## config.mk

```make
export PLATFORM = sky130hd
export DESIGN_NAME = hfp_host_port
export DESIGN_NICKNAME = d
export VERILOG_FILES = /design/src/verilog/hfp_pkg.sv /design/src/verilog/hfp_sync.sv /design/src/verilog/hfp_clkdiv.sv /design/src/verilog/hfp_host_port.sv
export SDC_FILE = /design/constraint.sdc
export NUM_CORES = 1
export LEC_CHECK = 0
export ABC_AREA = 1
export ABC_CLOCK_PERIOD_IN_PS = 2210
export BUFFER_PORTS_ARGS = -buffer_cell sky130_fd_sc_hd__buf_2
export CAP_MARGIN = 5
export CORE_MARGIN = 3
export CORE_UTILIZATION = 57
export CTS_CLUSTER_SIZE = 25
export DETAILED_ROUTE_END_ITERATION = 8
export GPL_TIMING_DRIVEN = 0
export PLACE_DENSITY = 0.81
export SYNTH_ARGS = -nofsm -noshare
export SYNTH_HDL_FRONTEND = slang
export SYNTH_SLANG_ARGS = --single-unit
```

## constraint.sdc

```tcl
create_clock -name pclk -period 2.21 [get_ports pclk]
set_input_delay 0.442 -clock pclk [delete_from_list [all_inputs] [get_ports pclk]]
set_output_delay 0.442 -clock pclk [all_outputs]
set_load 0.02 [all_outputs]
```

## src/verilog/hfp_pkg.sv

```systemverilog
// constants, types and decode helpers for the host fifo port
package hfp_pkg;

  // register map, byte addresses on the apb bus
  localparam int          ADDR_W       = 12;
  localparam logic [11:0] ADDR_CTRL    = 12'h000;
  localparam logic [11:0] ADDR_STATUS  = 12'h004;
  localparam logic [11:0] ADDR_RXDATA  = 12'h008;
  localparam logic [11:0] ADDR_TXDATA  = 12'h00c;

  // field positions
  localparam int CTRL_MODE_LSB   = 0;
  localparam int CTRL_STAT_EN    = 2;
  localparam int ST_MODE_LSB     = 0;
  localparam int ST_RX_VALID     = 2;
  localparam int ST_TX_VALID     = 3;
  localparam int ST_WIDTH_LSB    = 4;
  localparam int ST_SER_LSB      = 6;
  localparam int ST_CMD_LSB      = 8;
  localparam int BYTE_W          = 8;

  typedef enum logic [1:0] {
    MODE_ASYNC  = 2'h0,
    MODE_SYNC   = 2'h1,
    MODE_SERIAL = 2'h2,
    MODE_OFF    = 2'h3
  } hfp_mode_type;

  typedef enum logic [1:0] {
    WIDTH_1 = 2'h0,
    WIDTH_2 = 2'h1,
    WIDTH_4 = 2'h2,
    WIDTH_8 = 2'h3
  } hfp_width_type;

  typedef enum logic [1:0] {
    SER_IDLE = 2'h0,
    SER_CMD  = 2'h1,
    SER_TURN = 2'h2,
    SER_DATA = 2'h3
  } hfp_ser_type;

  // reset values
  localparam hfp_mode_type CTRL_MODE_RESET = MODE_ASYNC;
  localparam logic         STAT_EN_RESET   = 1'b1;

  // serial command codes and answer levels
  localparam logic [3:0] CMD_WRITE  = 4'h0;
  localparam logic [3:0] CMD_READ   = 4'h1;
  localparam logic       ACK_LEVEL  = 1'b0;
  localparam logic       NAK_LEVEL  = 1'b1;
  localparam logic [2:0] CMD_LAST_BIT = 3'h6;

  // interface clock timing, picoseconds
  localparam int FCLK_PERIOD_PS = 16670;
  localparam int PCLK_PERIOD_PS = 20000;
  localparam int SYNC_STAGES    = 2;
  localparam int FCLK_HALF_RAW  = (FCLK_PERIOD_PS / 2) / PCLK_PERIOD_PS;
  // half period must outlast the input synchronisers
  localparam int FCLK_HALF_CYC  = (FCLK_HALF_RAW > SYNC_STAGES) ?
                                  FCLK_HALF_RAW : SYNC_STAGES + 1;

  // pins sampled from outside the pclk domain
  typedef struct packed {
    logic       rd_n;
    logic       wr_n;
    logic       oe_n;
    logic       ss_low;
    logic       sclk;
    logic [1:0] nv_mode;
    logic [7:0] data;
  } hfp_pins_type;

  // width by priority, unused lines read high
  function automatic hfp_width_type decode_width(input logic [7:0] b);
    if (~&b[7:4])
      return WIDTH_8;
    else if (~&b[3:2])
      return WIDTH_4;
    else if (!b[1])
      return WIDTH_2;
    else
      return WIDTH_1;
  endfunction

  // command code, most significant bit taken from line 0
  function automatic logic [3:0] decode_cmd(input logic [7:0] b);
    return {b[0], b[3], b[5], b[6]};
  endfunction

  function automatic logic [7:0] width_mask(input hfp_width_type w);
    return 8'hff >> (4'h8 - (4'h1 << w));
  endfunction

endpackage

```

## src/verilog/hfp_sync.sv

```systemverilog
// two-stage synchroniser for a bundle of pins
`timescale 1ns/100ps
`default_nettype none
module hfp_sync
#(
  parameter int W = 1
)
(
  // clock and reset
  input  wire logic         pclk,
  input  wire logic         presetn,
  // pins and synchronised copy
  input  wire logic [W-1:0] d,
  output logic      [W-1:0] q
);
  import hfp_pkg::*;

  typedef struct packed {
    logic [W-1:0] s1;
    logic [W-1:0] s2;
  } hfp_sync_type;

  hfp_sync_type s;
  hfp_sync_type next_s;

  always_comb
  begin
    next_s    = s;
    next_s.s1 = d;
    next_s.s2 = s.s1;
  end

  // idle-high reset matches pulled-up lines
  always_ff @(posedge pclk or negedge presetn)
  begin
    if (!presetn)
      s <= '1;
    else
      s <= next_s;
  end

  assign q = s.s2;
endmodule
`default_nettype wire

```

## src/verilog/hfp_clkdiv.sv

```systemverilog
// divider making the fifo interface clock and its rising-edge pulse
`timescale 1ns/100ps
`default_nettype none
module hfp_clkdiv
#(
  parameter int HALF = 3
)
(
  // clock and reset
  input  wire logic pclk,
  input  wire logic presetn,
  // control and outputs
  input  wire logic run,
  output logic      clk_out,
  output logic      rise
);
  import hfp_pkg::*;

  localparam int CW = $clog2(HALF + 1);
  localparam logic [CW-1:0] LAST = CW'(HALF - 1);

  typedef struct packed {
    logic [CW-1:0] cnt;
    logic          clk;
    logic          rise;
  } hfp_div_type;

  hfp_div_type s;
  hfp_div_type next_s;

  always_comb
  begin
    next_s      = s;
    next_s.rise = 1'b0;
    if (!run)
    begin
      next_s.cnt = '0;
      next_s.clk = 1'b0;
    end
    else if (s.cnt == LAST)
    begin
      next_s.cnt  = '0;
      next_s.clk  = ~s.clk;
      next_s.rise = ~s.clk;
    end
    else
      next_s.cnt = s.cnt + 1'b1;
  end

  always_ff @(posedge pclk or negedge presetn)
  begin
    if (!presetn)
      s <= '0;
    else
      s <= next_s;
  end

  assign clk_out = s.clk;
  assign rise    = s.rise;
endmodule
`default_nettype wire

```

## src/verilog/hfp_host_port.sv

```systemverilog
// host-facing byte port: sync fifo, async fifo and serial slave modes
//
// Design decisions made here: the placing of the registers and the APB register port.
`timescale 1ns/100ps
`default_nettype none
// Notes on behaviour
// - sync fifo: read and write never overlap; writes ignored while bus turned
// - sync fifo: everything sampled and launched on interface clock rise
// - sync fifo: interface clock driven continuously
// - sync fifo allowed only when strap selects async fifo; the code also allows it when strap selects sync fifo
// - rx_data_avail_n low announces data for the host
// - byte on bus once turned; advances after strobe sampled low
// - rx_data_avail_n high when read data is used up
// - byte taken only when space and write strobe both low
// - async fifo: transfer on strobe falling edges, no clock
// - async fifo: clock held still, bus turn input ignored
// - serial idle: write status on line 0, read status on miso
// - control bit switches idle status driving off
// - select active: command phase first, then data while selected
// - ack or nak on miso for each data byte
// - command byte captured parallel on first edge after select
// - width by priority: 8, 4, 2, else 1 bit
// - data lines treated as pulled high
// - command code from bits 0,3,5,6; bit 7 ignored
// - 1-bit: command over 7 clocks, 8th clock turnaround
// - 1-bit: each data byte takes eight clocks
// - select active: line 0 released at once
module hfp_host_port
#(
  parameter int FCLK_HALF = hfp_pkg::FCLK_HALF_CYC
)
(
  // clock and reset
  input  wire logic                       pclk,
  input  wire logic                       presetn,
  // apb slave
  input  wire logic                       psel,
  input  wire logic                       penable,
  input  wire logic                       pwrite,
  input  wire logic [hfp_pkg::ADDR_W-1:0] paddr,
  input  wire logic [31:0]                pwdata,
  output logic                            pready,
  output logic                            pslverr,
  output logic      [31:0]                prdata,
  // fifo strobes and flags
  input  wire logic                       read_strobe_n,
  input  wire logic                       write_strobe_n,
  input  wire logic                       bus_turn_enable_n,
  output logic                            fifo_clock_out,
  output logic                            rx_data_avail_n,
  output logic                            tx_space_avail_n,
  // serial slave
  input  wire logic                       slave_select_low,
  input  wire logic                       serial_clk,
  output logic                            miso,
  output logic                            miso_oe,
  // shared data lines
  input  wire logic [7:0]                 bidir_data_lines_in,
  output logic      [7:0]                 bidir_data_lines_out,
  output logic      [7:0]                 bidir_data_lines_oe,
  // nonvolatile mode strap
  input  wire logic [1:0]                 nv_mode_strap
);
  import hfp_pkg::*;

  typedef struct packed {
    logic          pready;
    logic          pslverr;
    logic [31:0]   prdata;
    hfp_mode_type  req_mode;
    hfp_mode_type  nv_mode;
    hfp_mode_type  mode;
    logic [1:0]    strap_cnt;
    logic          stat_en;
    logic          rx_valid;
    logic [7:0]    rx_byte;
    logic          tx_valid;
    logic [7:0]    tx_byte;
    logic          rx_avail_n;
    logic          tx_space_n;
    logic [7:0]    d_out;
    logic [7:0]    d_oe;
    logic          miso;
    logic          miso_oe;
    logic          rd_prev;
    logic          wr_prev;
    logic          sclk_prev;
    hfp_ser_type   sst;
    hfp_width_type width;
    logic [2:0]    cnt;
    logic [7:0]    cmd;
    logic [7:0]    sh;
    logic          dir_rd;
    logic          ok;
    logic [3:0]    last_cmd;
  } hfp_port_state_type;

  hfp_port_state_type s;
  hfp_port_state_type next_s;
  hfp_pins_type       pins_raw;
  hfp_pins_type       pin;
  logic               fclk;
  logic               frise;

  assign pins_raw = '{rd_n:    read_strobe_n,
                      wr_n:    write_strobe_n,
                      oe_n:    bus_turn_enable_n,
                      ss_low:  slave_select_low,
                      sclk:    serial_clk,
                      nv_mode: nv_mode_strap,
                      data:    bidir_data_lines_in};

  hfp_sync #(.W($bits(hfp_pins_type))) u_sync (
    .pclk    (pclk),
    .presetn (presetn),
    .d       (pins_raw),
    .q       (pin)
  );

  // clock runs only in sync fifo mode
  hfp_clkdiv #(.HALF(FCLK_HALF)) u_div (
    .pclk    (pclk),
    .presetn (presetn),
    .run     (s.mode == MODE_SYNC),
    .clk_out (fclk),
    .rise    (frise)
  );

  // start of a serial data byte: claim buffer and set ack
  function automatic hfp_port_state_type ser_start(
    input hfp_port_state_type st);
    hfp_port_state_type r;
    logic [7:0]         m;
    r     = st;
    m     = width_mask(st.width);
    r.cnt = '0;
    r.sh  = '0;
    if (st.dir_rd)
    begin
      r.ok = st.rx_valid;
      if (st.rx_valid)
      begin
        r.sh       = st.rx_byte;
        r.rx_valid = 1'b0;
      end
      r.d_out = r.sh & m;
      r.d_oe  = m;
    end
    else
    begin
      r.ok   = (st.last_cmd == CMD_WRITE) && !st.tx_valid;
      r.d_oe = '0;
    end
    r.miso = r.ok ? ACK_LEVEL : NAK_LEVEL;
    return r;
  endfunction

  logic [3:0] beats_last;
  logic [7:0] mask;
  logic [3:0] wbits;
  logic       sclk_rise;
  logic       apb_acc;

  always_comb
  begin
    next_s     = s;
    mask       = width_mask(s.width);
    wbits      = 4'h1 << s.width;
    beats_last = (4'h8 >> s.width) - 4'h1;
    sclk_rise  = pin.sclk & ~s.sclk_prev;
    apb_acc    = psel & penable;
    next_s.rd_prev   = pin.rd_n;
    next_s.wr_prev   = pin.wr_n;
    next_s.sclk_prev = pin.sclk;

    // strap caught once the synchroniser has settled
    if (s.strap_cnt != 2'(SYNC_STAGES + 1))
    begin
      next_s.strap_cnt = s.strap_cnt + 2'h1;
      next_s.nv_mode   = hfp_mode_type'(pin.nv_mode);
    end
    if (s.req_mode == MODE_SYNC && s.nv_mode != MODE_ASYNC)
      next_s.mode = s.nv_mode;
    else
      next_s.mode = s.req_mode;

    // apb: one wait state, effects at the completing edge
    next_s.pslverr = 1'b0;
    if (apb_acc && !s.pready)
    begin
      next_s.pready  = 1'b1;
      next_s.pslverr = 1'b0;
      next_s.prdata  = '0;
      case (paddr)
        ADDR_CTRL:
        begin
          next_s.prdata[CTRL_MODE_LSB +: 2] = s.req_mode;
          next_s.prdata[CTRL_STAT_EN]       = s.stat_en;
        end
        ADDR_STATUS:
        begin
          next_s.prdata[ST_MODE_LSB +: 2]  = s.mode;
          next_s.prdata[ST_RX_VALID]       = s.rx_valid;
          next_s.prdata[ST_TX_VALID]       = s.tx_valid;
          next_s.prdata[ST_WIDTH_LSB +: 2] = s.width;
          next_s.prdata[ST_SER_LSB +: 2]   = s.sst;
          next_s.prdata[ST_CMD_LSB +: 4]   = s.last_cmd;
        end
        ADDR_RXDATA:
        begin
          // refused write answers with zero data
          next_s.pslverr = pwrite & s.rx_valid;
          if (!next_s.pslverr)
            next_s.prdata[BYTE_W-1:0] = s.rx_byte;
        end
        ADDR_TXDATA:
          next_s.prdata[BYTE_W-1:0] = s.tx_byte;
        default:
          next_s.pslverr = 1'b1;
      endcase
    end
    else if (apb_acc && s.pready)
    begin
      next_s.pready = 1'b0;
      if (pwrite && !s.pslverr)
      begin
        case (paddr)
          ADDR_CTRL:
          begin
            next_s.req_mode = hfp_mode_type'(pwdata[CTRL_MODE_LSB +: 2]);
            next_s.stat_en  = pwdata[CTRL_STAT_EN];
          end
          ADDR_RXDATA:
          begin
            next_s.rx_byte  = pwdata[BYTE_W-1:0];
            next_s.rx_valid = 1'b1;
          end
          default:
            next_s.rx_valid = next_s.rx_valid;
        endcase
      end
      else if (!pwrite && paddr == ADDR_TXDATA)
        next_s.tx_valid = 1'b0;
    end
    else
      next_s.pready = 1'b0;

    // port logic runs after apb so hardware sets win
    case (s.mode)
      MODE_ASYNC:
      begin
        next_s.sst     = SER_IDLE;
        next_s.miso_oe = 1'b0;
        if (!pin.rd_n && s.rd_prev && s.rx_valid)
        begin
          next_s.d_out    = s.rx_byte;
          next_s.rx_valid = 1'b0;
        end
        next_s.d_oe = pin.rd_n ? 8'h00 : 8'hff;
        if (!pin.wr_n && s.wr_prev && !s.tx_valid)
        begin
          next_s.tx_byte  = pin.data;
          next_s.tx_valid = 1'b1;
        end
        next_s.rx_avail_n = ~next_s.rx_valid;
        next_s.tx_space_n = next_s.tx_valid;
      end
      MODE_SYNC:
      begin
        next_s.sst     = SER_IDLE;
        next_s.miso_oe = 1'b0;
        if (frise)
        begin
          if (!s.rx_avail_n && !pin.oe_n && !pin.rd_n)
            next_s.rx_valid = 1'b0;
          if (!s.tx_space_n && !pin.wr_n && pin.oe_n)
          begin
            next_s.tx_byte  = pin.data;
            next_s.tx_valid = 1'b1;
          end
          next_s.rx_avail_n = ~next_s.rx_valid;
          next_s.tx_space_n = next_s.tx_valid;
          next_s.d_out      = next_s.rx_byte;
          next_s.d_oe       = pin.oe_n ? 8'h00 : 8'hff;
        end
      end
      MODE_SERIAL:
      begin
        next_s.rx_avail_n = 1'b1;
        next_s.tx_space_n = 1'b1;
        if (pin.ss_low)
        begin
          next_s.sst     = SER_IDLE;
          next_s.d_oe    = {7'h00, s.stat_en};
          next_s.d_out   = {7'h00, s.tx_valid};
          next_s.miso    = ~s.rx_valid;
          next_s.miso_oe = s.stat_en;
        end
        else
        begin
          next_s.miso_oe = 1'b1;
          case (s.sst)
            SER_IDLE:
            begin
              next_s.d_oe = 8'h00;
              if (sclk_rise)
              begin
                next_s.cmd   = pin.data;
                next_s.width = decode_width(pin.data);
                next_s.cnt   = 3'h1;
                if (decode_width(pin.data) == WIDTH_1)
                  next_s.sst = SER_CMD;
                else
                  next_s.sst = SER_TURN;
              end
            end
            SER_CMD:
              if (sclk_rise)
              begin
                next_s.cmd[s.cnt] = pin.data[0];
                next_s.cnt        = s.cnt + 3'h1;
                if (s.cnt == CMD_LAST_BIT)
                  next_s.sst = SER_TURN;
              end
            SER_TURN:
              if (sclk_rise)
              begin
                next_s.last_cmd = decode_cmd(s.cmd);
                next_s.dir_rd   = decode_cmd(s.cmd) == CMD_READ;
                next_s.sst      = SER_DATA;
                next_s          = ser_start(next_s);
              end
            SER_DATA:
              if (sclk_rise)
              begin
                next_s.cnt = s.cnt + 3'h1;
                if (s.dir_rd)
                  next_s.sh = s.sh >> wbits;
                else
                  next_s.sh = (s.sh >> wbits) |
                              ((pin.data & mask) << (4'h8 - wbits));
                next_s.d_out = next_s.sh & mask;
                if ({1'b0, s.cnt} == beats_last)
                begin
                  if (!s.dir_rd && s.ok)
                  begin
                    next_s.tx_byte  = next_s.sh;
                    next_s.tx_valid = 1'b1;
                  end
                  next_s = ser_start(next_s);
                end
              end
            default:
              next_s.sst = SER_IDLE;
          endcase
        end
      end
      default:
      begin
        next_s.sst        = SER_IDLE;
        next_s.d_oe       = 8'h00;
        next_s.miso_oe    = 1'b0;
        next_s.rx_avail_n = 1'b1;
        next_s.tx_space_n = 1'b1;
      end
    endcase
  end

  always_ff @(posedge pclk or negedge presetn)
  begin
    if (!presetn)
    begin
      s            <= '0;
      s.req_mode   <= CTRL_MODE_RESET;
      s.nv_mode    <= MODE_ASYNC;
      s.mode       <= CTRL_MODE_RESET;
      s.stat_en    <= STAT_EN_RESET;
      s.rx_avail_n <= 1'b1;
      s.tx_space_n <= 1'b1;
      s.miso       <= NAK_LEVEL;
      s.rd_prev    <= 1'b1;
      s.wr_prev    <= 1'b1;
      s.sclk_prev  <= 1'b1;
    end
    else
      s <= next_s;
  end

  assign pready               = s.pready;
  assign pslverr              = s.pslverr;
  assign prdata               = s.prdata;
  assign fifo_clock_out       = fclk;
  assign rx_data_avail_n      = s.rx_avail_n;
  assign tx_space_avail_n     = s.tx_space_n;
  assign miso                 = s.miso;
  assign miso_oe              = s.miso_oe;
  assign bidir_data_lines_out = s.d_out;
  assign bidir_data_lines_oe  = s.d_oe;
endmodule
`default_nettype wire

```

# Word-level counts from Yosys, hierarchy flattened
# Index checks and enable logic that the tools add are counted.
# word_totals
ff_bits	147
output_inout_bits	55
in_bits	64
elab_cells	278
# op_classes
reduce_logical	53
add_sub_neg	5
bitwise	16
n_eq_ne	43
shifts	5
magnitude_cmp	2
muxes	120
# op_table
cell	n
$mux 8	29
$mux 70	3
$mux 9	8
$pmux 8 s3	3
$pmux 28 s2	1
$pmux 11 s4	1
$mux 2	20
$mux 11	3
$mux 33	1
$and 8x8->8	4
$ne 2x2->1 const B	16
$mux 1	30
$ne 4x3->1 const B	7
$pmux 14 s2	1
$mux 27	1
$pmux 9 s3	1
$reduce_and 5->1	5
$eq 12x4->1 const B	2
$reduce_and 6->1	4
$mux 20	1
$mux 18	1
$logic_and 1x1->1	17
$mux 15	1
$pmux 5 s3	1
other kinds (46)	83

# Longest topological paths before layout
# Gate-level depths: netlist of the first run.
# logic_depth
depth_word	31
mapped_depth	16
mapped_depth_nobuf	15

# By module
# From an unflattened synthesis of the first run, not the netlist that was laid out.
# unflattened
cells_unflattened	834
hier_area_um2	6687.7
# by_module_without_submodules
mod	area_per_inst_um2	seq_area_each_um2	cells_each	n_inst
hfp_host_port	5741.8	2160.8	786	1
hfp_sync	788.3	788.3	30	1
hfp_clkdiv	157.7	100.1	18	1

# Worst setup path after synthesis of the first run
# OpenSTA, ideal clock, no wires.
# synth_path
path_type	reg2reg
startpoint	register s[73] (netlist name)
endpoint	register s, in the netlist bidir_data_lines_out[6]
period_less_slack_ps	1847
stages_incl_launch_ff	16
n_path_buf	1
slack_ps	363
required_time_ps	2145
setup_ps	65
arrival_ps	1782
cell_sequence	dfrtp_1 > inv_1 > ha_1 > buf_6 > inv_2 > nor2_4 > inv_2 > nor2_1 > inv_1 > nor2_1 > inv_1 > nor2_1 > nand2_1 > nand2_1 > nand2_1 > nand2_1
# synth_between
elab_chain_cells	3
elab_cells_between_ends	12
cone_classes	eq/ne (8); mux (1); reduce/logical (3)
# synth_lines
item	line_no	source
from (decl)	hfp_host_port.sv:98	hfp_port_state_type s;
from (signal assigned)	hfp_host_port.sv:386	s <= next_s;
$eq 2x2->1, or another cell as far along	n/a	
$ne 4x1->1 (no line), or another cell as far along	n/a	
$reduce_and 7->1 (no line)	n/a	
# Parallel ways exist; a longest one is shown, timed or not.
# A chain may end at the register's enable or synchronous reset.

# Worst setup path after layout of the first run
# layout_path
startpoint	register s[73] (netlist name)
endpoint	register s[24] (netlist name)
# layout_between
elab_chain_cells	2
# layout_lines
item
$eq 2x2->1
$reduce_and 6->1 (no line)
# No other way between the ends.

==> results of run 1 <==
==> metal layers <==
layer	global-route usage [%]	up-vias
met1	36.19	2784
met4	11.96	0
met5	0	-
met3	7.188	43
li1	-	2884
met2	46.41	223
==> power by group through the flow <==
| stage | Sequential, mW | Clock, mW | Combinational (mW) |
|---|---|---|---|
| 2_1_floorplan | 2.45 | 0 | 0.669 |
| 3_3_place_gp | 2.46 | 0 | 0.949 |
| 3_5_place_dp | 2.46 | 0 | 0.967 |
| 4_1_cts | 2.43 | 2.70 | 0.984 |
| 5_1_grt | 2.44 | 2.82 | 1.13 |
| 6_report | 2.43 | 2.67 | 1.02 |
==> final cells by class <==
cell class | count | area (sq um) | share of cell area, %
clock inverter | 5 | 75.07 | 0.9265
multi-input combinational | 552 | 2912 | 35.93
sequential | 120 | 3049 | 37.63
timing repair buffer | 86 | 486.7 | 6.007
buffer | 61 | 466.7 | 5.760
inverter | 117 | 445.4 | 5.497
clock buffer | 27 | 493.0 | 6.084
tap | 140 | 175.2 | 2.162
==> registers in the layout, indices dropped and copies added (netlist names) <==
register              count
u_div.rise                1
u_div.clk_out             1
u_div.s                   2
s                        54
bidir_data_lines_oe       6
miso                      1
pslverr                   1
tx_space_avail_n          1
bidir_data_lines_out      8
pready                    1
u_sync.q                 15
rx_data_avail_n           1
prdata                   12
u_sync.next_s            15
miso_oe                   1
==> cells by family (layout without fill, tap and decap cells) <==
group                    count (synthesis)  in the layout  share of synthesized area (%)
flip-flops                             120            120                          45.70
other                                    1             20                        0.05620
multiplexers                             4              4                         0.6750
adder cells (fa/ha/maj)                 11             11                          2.063
XOR/XNOR                                 3              3                         0.3938
AO/OA/AOI/OAI                          150            150                          13.52
buffers and inverters                  179            296                          13.58
AND/OR/NAND/NOR                        363            364                          24.02
==> timing repair <==
action | 4_1_cts | 5_1_grt
gates resized for setup | 10 | 25
gates cloned | 0 | 2
hold endpoints to repair | 18 | 0
buffers inserted | 2 | 7
endpoints found under the setup margin | 27 | 36
pin swaps | 1 | 6
hold buffers | 1 | 0
==> critical path, cell delays in order, from the launching register on <==
cell and delay (ps):
dfrtp_1 420, inv_2 100, ha_1 180, buf_6 150, inv_2 80, nor2_4 140, inv_2 100, or2_1 280
nor2_4 130, inv_1 80, nor2_2 120, nand2_1 90, o22ai_2 120
==> path summary, 6_finish.rpt <==
| check | slack (ps) | endpoint | depth (start not counted) |
|---|---|---|---|
| worst min-delay path | 120 | u_sync.next_s[9] | 1 |
| worst max-delay path | 120 | s[24] | 12 |
| worst max register to register | 120 | s[24] | 12 |
| worst min register to register | 350 | u_sync.q[5] | 0 |
| max in group asynchronous | 990 | u_sync.next_s[7] | 3 |
| min in group asynchronous | 450 | prdata[2] | 2 |
==> cell usage in the layout, fill, tap and decap left out, types with 9 or more instances in the layout <==
cell         n
a21oi_1     27
a31oi_1     11
buf_2       74
buf_4       58
clkbuf_1    11
clkbuf_16   17
conb_1      20
dfrtp_1     83
dfstp_2     37
ha_1        10
inv_1      108
nand2_1    221
nand3_1     27
nand4_1      9
nor2_1      54
nor2_2      10
nor2_4      11
nor3_1      11
o21ai_0     52
o22ai_1     15
==> stage by stage <==
| stage | setup WS [ps] | hold slack, ps | utilization [%] | total power [mW] |
|---|---|---|---|---|
| after floorplan | 362.7 | 146.4 | - | 3.120 |
| after detailed placement | -235.3 | 294.2 | 65.82 | 3.427 |
| after global routing | -34.14 | 100.8 | 72.83 | 6.398 |
| after global placement | -713.6 | 345.4 | 65.52 | 3.404 |
| after CTS | 2.606 | 107.8 | 71.51 | 6.116 |
| final | 116.8 | 120.0 | 72.83 | 6.124 |
==> run metrics, run 1 <==
period utilization 94.71%; Critical Setup Path Class register to register; combinational share of power 16.7%; power density of the placed cells 755.8 mW/mm^2; DP HPWL 12.90 mm; internal portion of total power 4.447 mW; cell area after layout between 0.008 and 0.009 sq mm; final-report setup violation count 0; vias per std cell 5.356; IR drop worst, VDD 0.7428 mV; run status finished clean; die footprint roughly 0.013 sq mm; startpoint type of the worst setup path register; worst-case clock skew about 11 ps; share of power burned in registers 39.7%; Max Slew Vio Count 0; netlist area before placement 0.006673 sq mm; number of violations reported at the end of detailed-routing iteration 0 505; Switching Share around 27%; antenna viol nets, final 0; CTS clk-pin slew, worst paths 50 ps; placed cell area 0.007323 sq mm; number of distinct standard cells referenced by the synthesized netlist 51; met3 routed WL roughly 1.2 mm; Avg Synthesized Cell Area 8.030 sq um; remaining global-route overflow 0; number of iterations in the first detailed-routing pass 5; shortest period the worst path allows around 2100 ps; Synth async-reset ratio 100.0%; cell type with the largest total area after synthesis dfrtp_1; number of clock buffers inserted by TritonCTS 17; via count of the first global-routing pass 5882; start of the worst register-to-register path s[73]; source of the worst hold timing path nv_mode_strap[1]; met1 layer wirelength in the final routing between 7 and 8 mm; effective utilization at floorplan 59.98%; Fmax 0.4777 GHz; setup repair after global routing missed its margin yes; most area-consuming cells after synthesis dfrtp_1, dfstp_2, nand2_1; HP Class input port to register; Hold Vio Cnt, Final 0; maximum net fanout on the critical path 8; number of max-cap violations 0; Detailed Route WL approximately 18 mm; Leak Pwr 4.102 nW; Inst Count DP 1065; pin count of the biggest net entering global routing between 100 and 150; Worst slew margin between 60% and 70%; number of fillers in the final layout 918; count of buffers inserted at the top-level ports 74; first-pass GRT wire length 28.74 mm; detailed-routed wire length on met2 8.428 mm; detail-routed net length per standard cell 16.01 microns; number of rows in the core area 38; fraction of layout cells with a size suffix above 1 27.58%; horizontal die dimension 114.2 microns; clock tree from TritonCTS yes; count of state elements after synthesis 120; portion of total power attributed to the clock network 43.6%; number of antenna repair diodes 0; Post-synth EDFFs 0; Die Ht ~110 microns; post-layout instance count excluding filler cells 1108; primary flip-flop cell chosen by synthesis mapping dfrtp_1; top layer reached by signal wires met4; detailed-route via count a little under 6k; sort of element at the end of the critical path register; Synth top cells by count nand2_1, inv_1, dfrtp_1; CORE AREA ~0.011 sq mm; top-count cell post-synth nand2_1; htree depth 4; Synth top area share 31.13%; clock latency on the worst-skew pair between 400 and 500 ps; number of primary I/O pins 119; final estimated routing congestion in global placement 0.9473; Crit. Startpoint s[73]; slew at the pin closest to its max-slew limit 541.7 ps; arrival time of data at the critical path endpoint 2420 ps; switching power of the nets about 1.7 mW; Area growth, synth to finish 21.43%; synthesized instance count 831; WP data required 2540 ps; Clock Tree Root clkbuf_16; number of warning messages in the yosys log 0; overall global routing resource usage 28.46%; number of antenna violations at the first check in global routing 0; sequential cell area fraction in the yosys report 45.70%; buffer levels on the longest clock path 2; summed negative setup slack over all endpoints 0 ps; count of nets after finishing roughly 1.0k; number of DRC violations after detailed routing 0; total number of clock tree sinks 120
Power figures use the tool's default switching activity.
==> run 2, diff against run 1 <==
SETUP_SLACK_MARGIN = 0.3   (was default)
==> run 2 against run 1 <==
Net effect: via count increased by 5.1%; worst setup slack improved by 160 ps; clock skew decreased by 1.0 ps; sequential power about the same; fmax increased by 8.0%; non-clock buffer count increased by 29; utilization increased by 5.3 points; largest power group unchanged.
==> run metrics, run 2 (same netlist as run 1, synthesis figures left out) <==
placed cell area 0.007323 sq mm (unchanged); Worst slew margin 65.23% (+1.7 points); cell area after layout 0.008691 sq mm (+7.3%); Fmax 0.5160 GHz (+8.0%); shortest period the worst path allows 1938 ps (-155.1 ps); worst-case clock skew 9.637 ps (-1.040 ps); number of violations reported at the end of detailed-routing iteration 0 573 (+13%); clock latency on the worst-skew pair 420 ps (about the same); arrival time of data at the critical path endpoint 2290 ps (-130 ps); maximum net fanout on the critical path 6 (-2); Inst Count DP 1065 (unchanged); largest reg by FF count s; most common cell after layout, fill and taps aside nand2_1; sort of element at the end of the critical path register; vias per std cell 5.485 (+2.4%); count of nets after finishing 1059 (+2.8%); fraction of layout cells with a size suffix above 1 36.61% (+9.0 points); count of buffers inserted at the top-level ports 74 (unchanged); horizontal die dimension 114.2 microns (unchanged); detailed-route via count 6237 (+5.1%); number of flip-flops under the largest register name 54 (unchanged); Detailed Route WL 18.82 mm (+6.1%); IR drop worst, VDD 0.7414 mV (-0.19%); first-pass GRT wire length 30.19 mm (+5.0%); Critical Setup Path Class register to register; pin count of the biggest net entering global routing 102 (unchanged); CORE AREA 0.01113 sq mm (unchanged); via count of the first global-routing pass 6214 (+5.6%); number of iterations in the first detailed-routing pass 5 (unchanged); number of primary I/O pins 119 (unchanged); number of antenna repair diodes 0 (unchanged); Hold Vio Cnt, Final 0 (unchanged); period utilization 87.70% (-7.0 points); startpoint type of the worst setup path register; post-layout power 6.275 mW (+2.5%); die footprint 0.01304 sq mm (unchanged); slew at the pin closest to its max-slew limit 516.7 ps (-24.99 ps); buffer levels on the longest clock path 2 (unchanged); final estimated routing congestion in global placement 0.9473 (unchanged); commonest cells after routing, fill and taps aside nand2_1, inv_1, dfrtp_1, buf_4, buf_2; reg-to-reg setup timing slack 270 ps (+160 ps); WP data required 2560 ps (+20 ps); power density of the placed cells 722.1 mW/mm^2 (-4.5%); Leak Pwr 4.301 nW (+4.9%); clock tree from TritonCTS yes; CTS clk-pin slew, worst paths 50 ps (about the same); number of clock buffers inserted by TritonCTS 17 (unchanged); number of antenna violations at the first check in global routing 0 (unchanged); number of max-cap violations 0 (unchanged); Clock Tree Root clkbuf_16; final-report setup violation count 0 (unchanged); post-layout instance count excluding filler cells 1137 (+2.6%); Die Ht 114.2 microns (unchanged); overall global routing resource usage 29.89% (+1.4 points); summed negative setup slack over all endpoints 0 ps (unchanged); remaining global-route overflow 0 (unchanged); htree depth 4 (unchanged); run status finished clean; antenna viol nets, final 0 (unchanged); effective utilization at floorplan 59.98% (unchanged); DP HPWL 12.90 mm (unchanged); HP Class input port to register; total number of clock tree sinks 120 (unchanged); Area growth, synth to finish 30.25%; number of DRC violations after detailed routing 0 (unchanged); detail-routed net length per standard cell 16.55 microns (+3.4%); Post-Route Utilization 78.12% (+5.3 points); setup repair after global routing missed its margin yes; number of rows in the core area 38 (unchanged); Max Slew Vio Count 0 (unchanged)
-- run 2: changes by cell type in the layout (fill, tap and decap cells not counted), sizes merged --
cell,previous run,this run
buf,141,169
clkbuf,32,33
clkinv,3,4
clkinvlp,1,0
nand3,29,30
nor2,76,75
-- run 2: layout make-up --
cell class	count	area (sq um)
Clock buffer	27	493.0
Sequential cell	120	3049
Timing Repair Buffer	114	749.5
Buffer	62	480.5
Inverter	117	457.9
Fill cell	799	2435
Clock inverter	5	75.07
Multi-Input combinational cell	552	3211
Tap cell	140	175.2
-- run 2: per-stage QoR --
step	setup slack, ps	hold slack (ps)
2_1_floorplan	362.7	146.4
3_3_place_gp	-713.6	345.4
3_5_place_dp	-235.3	294.2
4_1_cts	236.1	107.8
5_1_grt	169.9	101.2
6_report	271.9	117.7
-- run 2: final timing paths --
kind | start | to | cells past startpoint
max | u_sync.q[10] | s[57] | 10
min | serial_clk | u_sync.next_s[10] | 1
max reg2reg | u_sync.q[10] | s[57] | 10
min reg2reg | u_sync.next_s[5] | u_sync.q[5] | 0
max in group asynchronous | presetn | u_sync.q[8] | 3
min in group asynchronous | presetn | prdata[2] | 2
-- run 2: timing repair --
action | CTS | global route
resized for setup | 93 | 61
hold endpoints to repair | 18 | 0
setup buffers | 29 | 8
cloned | 2 | 0
hold buffers | 1 | 0
setup endpoints to repair | 48 | 45
pin swaps | 21 | 20
-- run 2: per-layer routing --
layer  global-route usage (%)  up-vias  wire (microns)
met2                    49.06      293            9066
met1                    36.44     2929            7417
met5                        0        -               0
met4                    15.28        0             881
li1                         -     2939               -
met3                    7.717       76            1450
-- run 2: worst max-delay path, cell delays in order, from the launching register on --
cell and delay (ps):
dfstp_2 530, inv_2 30, or2_1 220, buf_6 150, nor2_4 190, inv_2 110
nor2_4 160, nand3_4 130, o21ai_1 200, nand2_2 80, o21ai_2 50
-- run 2: power by group --
group / internal [mW] / leakage [nW] / total, mW / switching, mW
sequential: 2.35 / 1.45 / 2.43 / 0.0823
combinational: 0.443 / 2.58 / 1.18 / 0.734
clock: 1.74 / 0.279 / 2.67 / 0.927
total: 4.53 / 4.30 / 6.28 / 1.74
